### config.mk
export PLATFORM = sky130hd
export DESIGN_NAME = gei_error_indicator
export DESIGN_NICKNAME = d
export VERILOG_FILES = /design/src/verilog/gei_pkg.sv /design/src/verilog/gei_error_indicator.sv
export VERILOG_INCLUDE_DIRS = /design/src /design/src/verilog
export SDC_FILE = /design/constraint.sdc
export NUM_CORES = 1
export LEC_CHECK = 0
export BUFFER_PORTS_ARGS = -buffer_cell sky130_fd_sc_hd__buf_2
export CORE_ASPECT_RATIO = 1.5
export CORE_MARGIN = 2
export CORE_UTILIZATION = 50
export CTS_CLUSTER_SIZE = 20
export DETAILED_ROUTE_END_ITERATION = 10
export GPL_ROUTABILITY_DRIVEN = 0
export PLACE_DENSITY = 0.73
export SLEW_MARGIN = 20
export SYNTH_ARGS = -nofsm -noshare
export SYNTH_HDL_FRONTEND = slang
export SYNTH_SLANG_ARGS = --single-unit
### constraint.sdc
create_clock -name clock -period 2.3 [get_ports clock]
set_input_delay 0.46 -clock clock [delete_from_list [all_inputs] [get_ports clock]]
set_output_delay 0.46 -clock clock [all_outputs]
set_load 0.02 [all_outputs]
### src/verilog/gei_params.svh
`ifndef GEI_PARAMS_SVH
`define GEI_PARAMS_SVH

// register byte offsets
`define GEI_OFF_CTRL 8'h00
`define GEI_OFF_RAISE 8'h04
`define GEI_OFF_STATUS 8'h08
`define GEI_OFF_WARN_TIME 8'h0c
`define GEI_OFF_NV_NODE 8'h10
`define GEI_OFF_ROTARY 8'h14

// field positions
`define GEI_CTRL_EMCY_EN 0
`define GEI_CTRL_LED_LO 4
`define GEI_RAISE_PROT 4
`define GEI_RAISE_DET_LO 16
`define GEI_ST_PROT 4
`define GEI_ST_SERIOUS 5
`define GEI_ST_ACTIVE 6
`define GEI_ST_DET_LO 16
`define GEI_ROT_TEST 8
`define GEI_ROT_CONFIG 9
`define GEI_ROT_RSVD 10
`define GEI_ROT_NODE_LO 16

// reset values
`define GEI_EMCY_EN_RST 1'h1
`define GEI_WARN_TIME_RST 16'h003c
`define GEI_NV_NODE_RST 7'h01

// error codes and classes
`define GEI_EMCY_CODE_HI 8'h61
`define GEI_SERIOUS_MAX 4'h5
`define GEI_HEARTBEAT_ERR 4'ha
`define GEI_SYS_VALID 16'h6fbe
`define GEI_PROT_VALID 16'hda28

// rotary switch codes
`define GEI_ROT_CODE_TEST 8'hee
`define GEI_ROT_CODE_CONFIG 8'hff
`define GEI_ROT_CODE_RSVD 8'hdd

// timing
`define GEI_CLK_PERIOD_NS 32'h0000_0005
`define GEI_MS_NS 32'h000f_4240
`define GEI_MS_PER_S 10'h3e7
`define GEI_WARN_SYS_S 16'h003c
`define GEI_SYS_HALF_MS 9'h0f9
`define GEI_PROT_HALF_MS 9'h1f3

// axi responses
`define GEI_RESP_OKAY 2'h0
`define GEI_RESP_SLVERR 2'h2

`endif

### src/verilog/gei_pkg.sv
`default_nettype none
package gei_pkg;
    typedef enum logic [1:0] {
        GEI_IDLE = 2'b00,
        GEI_SHOW_WARN = 2'b01,
        GEI_SHOW_SERIOUS = 2'b10
    } gei_state_e;

    typedef struct packed {
        gei_state_e st;
        logic [3:0] err_num;
        logic err_prot;
        logic [15:0] err_detail;
        logic [15:0] sec_left;
        logic [9:0] ms_in_sec;
        logic [31:0] cyc;
        logic [8:0] flash_ms;
        logic flash_on;
        logic [3:0] led;
        logic state_red;
        logic emcy_valid;
        logic [15:0] emcy_code;
        logic [15:0] emcy_detail;
        logic emcy_en;
        logic [3:0] script_led;
        logic [15:0] warn_time;
        logic [6:0] nv_node;
        logic [6:0] node_id;
        logic [7:0] rot_s1;
        logic [7:0] rot_s2;
        logic [7:0] rot_val;
        logic [1:0] boot;
        logic test_mode;
        logic config_mode;
        logic [5:0] dip_s1;
        logic [5:0] dip_s2;
        logic hb_s1;
        logic hb_s2;
        logic hb_prev;
        logic rs_s1;
        logic rs_s2;
        logic aw_have;
        logic [7:0] aw_addr;
        logic w_have;
        logic [31:0] w_data;
        logic [3:0] w_strb;
        logic bvalid;
        logic [1:0] bresp;
        logic rvalid;
        logic [1:0] rresp;
        logic [31:0] rdata;
    } gei_regs_s;
endpackage
`default_nettype wire

### src/verilog/gei_error_indicator.sv
`timescale 1ns/1ps
`default_nettype none
`include "gei_params.svh"
module gei_error_indicator #(
    parameter int unsigned MS_CYCLES = `GEI_MS_NS / `GEI_CLK_PERIOD_NS
) (
    input wire logic clock,
    input wire logic rst_b,
    input wire logic clk_en,
    input wire logic [7:0] s_axi_awaddr,
    input wire logic s_axi_awvalid,
    output logic s_axi_awready,
    input wire logic [31:0] s_axi_wdata,
    input wire logic [3:0] s_axi_wstrb,
    input wire logic s_axi_wvalid,
    output logic s_axi_wready,
    output logic [1:0] s_axi_bresp,
    output logic s_axi_bvalid,
    input wire logic s_axi_bready,
    input wire logic [7:0] s_axi_araddr,
    input wire logic s_axi_arvalid,
    output logic s_axi_arready,
    output logic [31:0] s_axi_rdata,
    output logic [1:0] s_axi_rresp,
    output logic s_axi_rvalid,
    input wire logic s_axi_rready,
    input wire logic heartbeat_error,
    input wire logic [5:0] dip_node_id,
    input wire logic [3:0] rotary_id_high,
    input wire logic [3:0] rotary_id_low,
    input wire logic serial_rs4xx_mode,
    input wire logic script_cmd_done,
    output logic state_led_red,
    output logic error_bit3_led,
    output logic error_bit2_led,
    output logic error_bit1_led,
    output logic error_bit0_led,
    output logic emcy_valid,
    input wire logic emcy_ready,
    output logic [15:0] emcy_code,
    output logic [15:0] emcy_detail,
    output logic [6:0] node_id,
    output logic [7:0] rotary_switch_value,
    output logic test_mode,
    output logic config_mode
);
    gei_pkg::gei_regs_s r;
    gei_pkg::gei_regs_s n;

    logic [31:0] wmerge;
    logic [31:0] rd_word;
    logic rd_hit;
    logic wr_hit;
    logic wr_now;
    logic raise_req;
    logic [3:0] raise_num;
    logic raise_prot;
    logic [15:0] raise_det;
    logic raise_ok;
    logic raise_serious;
    logic ms_tick;
    logic sec_tick;
    logic [8:0] half_ms;
    logic [7:0] rot_now;
    logic [31:0] wt_merge;
    logic hb_rise;
    logic showing;

    function automatic logic [31:0] gei_merge(
        input logic [31:0] old,
        input logic [31:0] data,
        input logic [3:0] strb
    );
        logic [31:0] res;
        res = old;
        for (int i = 0; i < 4; i++) begin
            if (strb[i]) begin
                res[i*8 +: 8] = data[i*8 +: 8];
            end
        end
        return res;
    endfunction

    // handshake readies from state, all other outputs straight from registers
    assign s_axi_awready = clk_en & ~r.aw_have & ~r.bvalid;
    assign s_axi_wready = clk_en & ~r.w_have & ~r.bvalid;
    assign s_axi_arready = clk_en & ~r.rvalid;
    assign s_axi_bvalid = r.bvalid;
    assign s_axi_bresp = r.bresp;
    assign s_axi_rvalid = r.rvalid;
    assign s_axi_rresp = r.rresp;
    assign s_axi_rdata = r.rdata;
    assign state_led_red = r.state_red;
    assign error_bit3_led = r.led[3];
    assign error_bit2_led = r.led[2];
    assign error_bit1_led = r.led[1];
    assign error_bit0_led = r.led[0];
    assign emcy_valid = r.emcy_valid;
    assign emcy_code = r.emcy_code;
    assign emcy_detail = r.emcy_detail;
    assign node_id = r.node_id;
    assign rotary_switch_value = r.rot_val;
    assign test_mode = r.test_mode;
    assign config_mode = r.config_mode;

    // read decode
    always_comb begin
        rd_hit = 1'h1;
        rd_word = 32'h0000_0000;
        case (s_axi_araddr)
            `GEI_OFF_CTRL: begin
                rd_word[`GEI_CTRL_EMCY_EN] = r.emcy_en;
                rd_word[`GEI_CTRL_LED_LO +: 4] = r.script_led;
            end
            `GEI_OFF_RAISE: begin
                rd_word = 32'h0000_0000;
            end
            `GEI_OFF_STATUS: begin
                rd_word[3:0] = r.err_num;
                rd_word[`GEI_ST_PROT] = r.err_prot;
                rd_word[`GEI_ST_SERIOUS] = (r.st == gei_pkg::GEI_SHOW_SERIOUS);
                rd_word[`GEI_ST_ACTIVE] = showing;
                rd_word[`GEI_ST_DET_LO +: 16] = r.err_detail;
            end
            `GEI_OFF_WARN_TIME: begin
                rd_word[15:0] = r.warn_time;
            end
            `GEI_OFF_NV_NODE: begin
                rd_word[6:0] = r.nv_node;
            end
            `GEI_OFF_ROTARY: begin
                rd_word[7:0] = r.rot_val;
                rd_word[`GEI_ROT_TEST] = r.test_mode;
                rd_word[`GEI_ROT_CONFIG] = r.config_mode;
                rd_word[`GEI_ROT_RSVD] = (r.rot_val == `GEI_ROT_CODE_RSVD);
                rd_word[`GEI_ROT_NODE_LO +: 7] = r.node_id;
            end
            default: begin
                rd_hit = 1'h0;
            end
        endcase
    end

    // write data merged with strobes
    always_comb begin
        wmerge = gei_merge(32'h0000_0000, r.w_data, r.w_strb);
        wt_merge = gei_merge({16'h0000, r.warn_time}, r.w_data, r.w_strb);
    end

    // write address check and error raise source
    always_comb begin
        wr_now = r.aw_have & r.w_have;
        case (r.aw_addr)
            `GEI_OFF_CTRL, `GEI_OFF_RAISE, `GEI_OFF_STATUS,
            `GEI_OFF_WARN_TIME, `GEI_OFF_NV_NODE, `GEI_OFF_ROTARY: begin
                wr_hit = 1'h1;
            end
            default: begin
                wr_hit = 1'h0;
            end
        endcase
        if (hb_rise) begin
            raise_req = 1'h1;
            raise_num = `GEI_HEARTBEAT_ERR;
            raise_prot = 1'h0;
            raise_det = 16'h0000;
            raise_ok = 1'h1;
        end else begin
            raise_req = wr_now & (r.aw_addr == `GEI_OFF_RAISE);
            raise_num = wmerge[3:0];
            raise_prot = wmerge[`GEI_RAISE_PROT];
            raise_det = wmerge[`GEI_RAISE_DET_LO +: 16];
            if (raise_prot) begin
                raise_ok = |(`GEI_PROT_VALID & (16'h0001 << raise_num));
            end else begin
                raise_ok = |(`GEI_SYS_VALID & (16'h0001 << raise_num));
            end
        end
        raise_serious = ~raise_prot & (raise_num <= `GEI_SERIOUS_MAX);
    end

    // timebase
    always_comb begin
        ms_tick = (r.cyc == 32'(MS_CYCLES - 1));
        sec_tick = ms_tick & (r.ms_in_sec == `GEI_MS_PER_S);
        half_ms = r.err_prot ? `GEI_PROT_HALF_MS : `GEI_SYS_HALF_MS;
        rot_now = r.rot_s2;
        hb_rise = r.hb_s2 & ~r.hb_prev;
        showing = (r.st != gei_pkg::GEI_IDLE);
    end

    always_comb begin
        // next state starts as a copy of the current one
        n = r;
        // input synchronisers
        n.rot_s1 = {rotary_id_high, rotary_id_low};
        n.rot_s2 = r.rot_s1;
        n.dip_s1 = dip_node_id;
        n.dip_s2 = r.dip_s1;
        n.hb_s1 = heartbeat_error;
        n.hb_s2 = r.hb_s1;
        n.hb_prev = r.hb_s2;
        n.rs_s1 = serial_rs4xx_mode;
        n.rs_s2 = r.rs_s1;

        // rotary sampling after synchronisers settle, then per script command
        if (r.boot != 2'h3) begin
            n.boot = r.boot + 2'h1;
        end
        if ((r.boot == 2'h2) | (script_cmd_done & (r.boot == 2'h3))) begin
            n.rot_val = rot_now;
        end
        n.test_mode = (r.rot_val == `GEI_ROT_CODE_TEST) & ~r.rs_s2;
        n.config_mode = (r.rot_val == `GEI_ROT_CODE_CONFIG) & ~r.rs_s2;

        // node id select
        if (r.dip_s2 == 6'h00) begin
            n.node_id = r.nv_node;
        end else begin
            n.node_id = {1'h0, r.dip_s2};
        end

        // timebase
        n.cyc = ms_tick ? 32'h0000_0000 : r.cyc + 32'h0000_0001;
        if (ms_tick) begin
            n.ms_in_sec = sec_tick ? 10'h000 : r.ms_in_sec + 10'h001;
            if (r.flash_ms == half_ms) begin
                n.flash_ms = 9'h000;
                n.flash_on = ~r.flash_on;
            end else begin
                n.flash_ms = r.flash_ms + 9'h001;
            end
        end

        // display state
        case (r.st)
            gei_pkg::GEI_IDLE: begin
                n.st = gei_pkg::GEI_IDLE;
            end
            gei_pkg::GEI_SHOW_WARN: begin
                if (sec_tick) begin
                    if (r.sec_left <= 16'h0001) begin
                        n.st = gei_pkg::GEI_IDLE;
                    end else begin
                        n.sec_left = r.sec_left - 16'h0001;
                    end
                end
            end
            gei_pkg::GEI_SHOW_SERIOUS: begin
                n.st = gei_pkg::GEI_SHOW_SERIOUS;
            end
            default: begin
                n.st = gei_pkg::GEI_IDLE;
            end
        endcase

        // emergency handshake
        if (r.emcy_valid & emcy_ready) begin
            n.emcy_valid = 1'h0;
        end

        // raise, a serious error is only displaced by another serious one
        if (raise_req & raise_ok &
            ((r.st != gei_pkg::GEI_SHOW_SERIOUS) | raise_serious)) begin
            n.err_num = raise_num;
            n.err_prot = raise_prot;
            n.err_detail = raise_det;
            n.st = raise_serious ? gei_pkg::GEI_SHOW_SERIOUS : gei_pkg::GEI_SHOW_WARN;
            n.sec_left = raise_prot ? r.warn_time : `GEI_WARN_SYS_S;
            // flash phase and second count restart with every accepted raise
            n.cyc = 32'h0000_0000;
            n.ms_in_sec = 10'h000;
            n.flash_ms = 9'h000;
            n.flash_on = 1'h1;
            if (r.emcy_en) begin
                n.emcy_valid = 1'h1;
                n.emcy_code = {`GEI_EMCY_CODE_HI, 4'h0, raise_num};
                n.emcy_detail = raise_det;
            end
        end

        // indicator outputs
        if (r.config_mode) begin
            n.state_red = 1'h0;
            n.led = r.script_led;
        end else if (showing) begin
            n.state_red = 1'h1;
            n.led = r.flash_on ? r.err_num : 4'h0;
        end else begin
            n.state_red = 1'h0;
            n.led = r.script_led;
        end

        // axi write channel
        if (s_axi_awvalid & s_axi_awready) begin
            n.aw_have = 1'h1;
            n.aw_addr = s_axi_awaddr;
        end
        if (s_axi_wvalid & s_axi_wready) begin
            n.w_have = 1'h1;
            n.w_data = s_axi_wdata;
            n.w_strb = s_axi_wstrb;
        end
        if (wr_now) begin
            n.aw_have = 1'h0;
            n.w_have = 1'h0;
            n.bvalid = 1'h1;
            n.bresp = wr_hit ? `GEI_RESP_OKAY : `GEI_RESP_SLVERR;
            if (r.aw_addr == `GEI_OFF_CTRL) begin
                if (r.w_strb[0]) begin
                    n.emcy_en = r.w_data[`GEI_CTRL_EMCY_EN];
                    n.script_led = r.w_data[`GEI_CTRL_LED_LO +: 4];
                end
            end
            if (r.aw_addr == `GEI_OFF_WARN_TIME) begin
                n.warn_time = wt_merge[15:0];
            end
            if ((r.aw_addr == `GEI_OFF_NV_NODE) & r.w_strb[0]) begin
                n.nv_node = r.w_data[6:0];
            end
        end
        if (r.bvalid & s_axi_bready) begin
            n.bvalid = 1'h0;
        end

        // axi read channel
        if (s_axi_arvalid & s_axi_arready) begin
            n.rvalid = 1'h1;
            n.rdata = rd_word;
            n.rresp = rd_hit ? `GEI_RESP_OKAY : `GEI_RESP_SLVERR;
        end
        if (r.rvalid & s_axi_rready) begin
            n.rvalid = 1'h0;
        end
    end

    // state register, frozen while clk_en is low
    always_ff @(posedge clock or negedge rst_b) begin
        if (!rst_b) begin
            r <= '0;
            r.st <= gei_pkg::GEI_IDLE;
            r.emcy_en <= `GEI_EMCY_EN_RST;
            r.warn_time <= `GEI_WARN_TIME_RST;
            r.nv_node <= `GEI_NV_NODE_RST;
            r.node_id <= `GEI_NV_NODE_RST;
        end else if (clk_en) begin
            r <= n;
        end
    end
endmodule
`default_nettype wire

==> run_results.csv <==
group,metric,value,unit
yosys,synth_mux_area_share,10.3,%
yosys,ys_async_sr_fraction,100,%
cells_and_area,area_growth,23.5,%
global_routing,grt_pass1_vias,10468,
die,die_w,137,um
routing,wire_per_inst,19.1,um
pwr,seq_power_share,43.1,%
worst_setup_path,r2r_slack,-0.03,ns
clock_tree,clkSinkCount,280,
pwr,switchingPower,5.17,mW
timing,finalHoldViolations,0,
pwr,p_leak,7.63,nW
clock_tree,cts_buffer_depth,3,
worst_setup_path,path_buf_inv,0,
routing,first_pass_iters,5,
placed_design,hpwlAfterDp,24.7,mm
timing,slew_viol_final,0,
cells_and_area,layout_common_cells,"dfrtp_1, nand2_1, buf_2, buf_4, mux2_2",
die,die-area,0.0280,mm^2
placed_design,dp_slack,-0.194,ns
routing,dr.first_iter.drc_count,847,
placed_design,postPlaceCellArea,0.0149,mm^2
yosys,synth_adder_area_share,0.657,%
clock_tree,cts-root-buf,"clkbuf_16",
die,die_h,204,um
pwr,power_density,976,mW/mm^2
pwr,p_clk_share,29.4,%
outcome,status,"finished with violations",
die,io_pins,174,
worst_setup_path,crit_slowest_cell,"or4_4",
clock_tree,cts.clk_slew.worst_paths,0.07,ns
worst_hold_path,hold_path_class,"in -> reg",
pwr,comb_power_share,27.5,%
die,start_util,50.5,%
timing,timing.final.crit_period,2.33,ns
timing,max_clock_freq,429,MHz
routing,vias,10503,
timing,layout_setup_ws,-0.0322,ns
global_routing,track_usage,24.9,%
global_routing,antenna_found_initial,1,
clock_tree,cts_buffers,27,
yosys,ys_ff_latch,280,
timing,final.setup_skew,0.00873,ns
pwr,ir_drop,0.722,mV
worst_setup_path,required,2.78,ns
placed_design,io_buffers,162,
cells_and_area,drive_gt1_share,37.3,%
run,maxCapViolations,0,
yosys,ys.flop_type,"dfrtp_1",
clock_tree,insertion_delay,0.55,ns
worst_setup_path,endpoint_kind,"register",
worst_setup_path,max_stage_delay,0.53,ns
routing,ant_nets,0,
pwr,internal_power,10.9,mW
yosys,yosysSeqAreaShare,52.6,%
die,rows,73,
die,core_area,0.0264,mm^2
yosys,yosys.area_share.xor_xnor,1.91,%
cells_and_area,final_area,0.0165,mm^2
yosys,syn_inst,1267,
cells_and_area,final_common_cell,"dfrtp_1",
routing,wl,35.3,mm
yosys,synth_area_per_cell,10.5,um^2
worst_setup_path,critPathKind,"reg -> reg",
yosys,synth-compound-area-share,11.6,%
routing,drc_errors,0,
clock_tree,htreeDepth,1,
yosys,synth_area,0.0133,mm^2
worst_setup_path,crit_arrival,2.81,ns
timing,fin_crit_sh,101,%
yosys,synth_edf_count,0,
cells_and_area,nets,1576,
global_routing,grt-ovfl-total,0,
yosys,synth_top_family_by_area,"simple AND/OR/NAND/NOR gates",
timing,rsz0062_at_grt,"yes",
global_routing,grt_max_degree,65,
timing,worst_pin_slew,0.641,ns
yosys,synth.distinct_cells,81,
global_routing,grt_pass1_wl,54.7,mm
yosys,yosys.area_share.simple,15.9,%
outcome,violations,"negative setup slack",
yosys,yosysWarningCount,0,
worst_setup_path,startpoint_type,"register",
timing,max-slew-margin-rel,56.9,%
timing,final-setup-viol-count,15,
clock_tree,cts_tree,"built",
routing,detail_route.vias_per_cell,5.68,
worst_setup_path,crit_chain,"ha_2, and4_4, nand3_2, or4_4, or3_4, a311o_1, a21boi_1",
pwr,sw_frac_of_total,32.1,%
worst_setup_path,worstPathMaxFanout,7,
worst_setup_path,crit_family,"simple AND/OR/NAND/NOR gates",
==> power by group through the flow <==
stage | logic, mW | registers (mW) | clock network [mW]
global placement | 3.88 | 6.90 | 0
global route | 4.81 | 7.06 | 4.97
finish | 4.42 | 6.93 | 4.73
floorplan | 2.61 | 6.73 | 0
detailed placement | 4.01 | 6.95 | 0
CTS | 4.11 | 6.88 | 4.81
==> timing repair <==
| item | 4_1_cts | 5_1_grt |
|---|---|---|
| gates cloned | 1 | 4 |
| pin swaps | 10 | 37 |
| hold endpoints to repair | 50 | 0 |
| hold buffers | 1 | 0 |
| setup endpoints to repair | 44 | 115 |
| gates resized for setup | 30 | 62 |
| buffers inserted | 6 | 17 |
==> kinds of logic (layout without fill, tap and decap cells) <==
| logic type | Yosys count | in the layout |
|---|---|---|
| AO/OA/AOI/OAI | 239 | 240 |
| flip-flops | 280 | 280 |
| other | 1 | 12 |
| AND/OR/NAND/NOR | 430 | 430 |
| adder cells (fa/ha/maj) | 7 | 7 |
| XOR/XNOR | 29 | 29 |
| buffers and inverters | 159 | 393 |
| multiplexers | 122 | 122 |
==> final timing paths <==
path / startpoint / end / depth (start not counted)
max in group asynchronous: rst_b / r[72] / 3
max: r[213] / r[267] / 7
min: s_axi_wdata[9] / r[51] / 2
max reg2reg: r[213] / r[267] / 7
min reg2reg: s_axi_bresp[1] / s_axi_bresp[1] / 1
min in group asynchronous: rst_b / r[222] / 2
==> synth_stat cells, drive strengths merged (3+ instances only) <==
cell     count  area share, %
nor2        69            2.0
or3          9           0.42
a21oi       28            1.1
nand2      170            4.8
nand3       40            1.5
xor2        13           0.85
a221oi       3           0.20
nand2b      10           0.47
nor2b       12           0.56
nor3        21           0.90
mux2i        5           0.38
o2bb2ai      5           0.33
nor3b        6           0.34
and3        16           0.75
nor4        18           0.84
a31oi       11           0.56
dfrtp      273             51
and4         7           0.46
a211o        3           0.20
dfstp        7            1.4
a211oi       8           0.45
a22o        11           0.72
nand4       16           0.75
buf        106            5.5
and2        11           0.52
a22oi       17           0.96
o311ai       3           0.25
mux2       117            9.9
a21o         8           0.45
o21ai      102            3.8
a21boi       5           0.28
o21a         4           0.23
inv         15           0.42
or4          9           0.53
xnor2       16            1.1
ha           7           0.66
o31ai        6           0.34
clkbuf      38            1.1
o211ai       3           0.17
nor4b        6           0.44
==> metrics by stage <==
stage	hold slack [ns]	total power [mW]	util, %	setup TNS [ns]	std cells
after floorplan	0.164	9.34	-	-0.0326	1277
after global placement	0.434	10.8	56.5	-3.33	1771
after detailed placement	0.435	11.0	56.5	-5.15	1771
after CTS	0.117	15.8	60.8	-0.264	1829
after global routing	0.127	16.8	62.4	-1.76	1850
final	0.135	16.1	62.4	-0.201	1850
==> layer usage <==
metal	vias to the layer above	GRT usage (%)	share of wire, %
met5	-	0	0
met4	0	13.0	5.2
met3	105	3.89	5.1
met2	358	43.4	52
met1	5189	29.2	38
li1	4851	-	-
==> flip-flops by register name, summed over array words and instances, names as in the netlist, 5 cells and up <==
register             flops
n                       17
s_axi_rdata             32
rotary_switch_value      8
rot_now                  8
node_id                  7
r                      175
emcy_code                5
emcy_detail             16
==> cell type report <==
class                      instances  area (um^2)
clock buffer                      35          756
clock inverter                    15          194
fill                            2082         9920
multi-input combinational        839         5780
inverter                          15         56.3
timing repair buffer             328         2250
tap                              337          422
sequential                       280         7020
antenna                            1         2.50
Note: power is estimated with default switching activity, not from simulation.
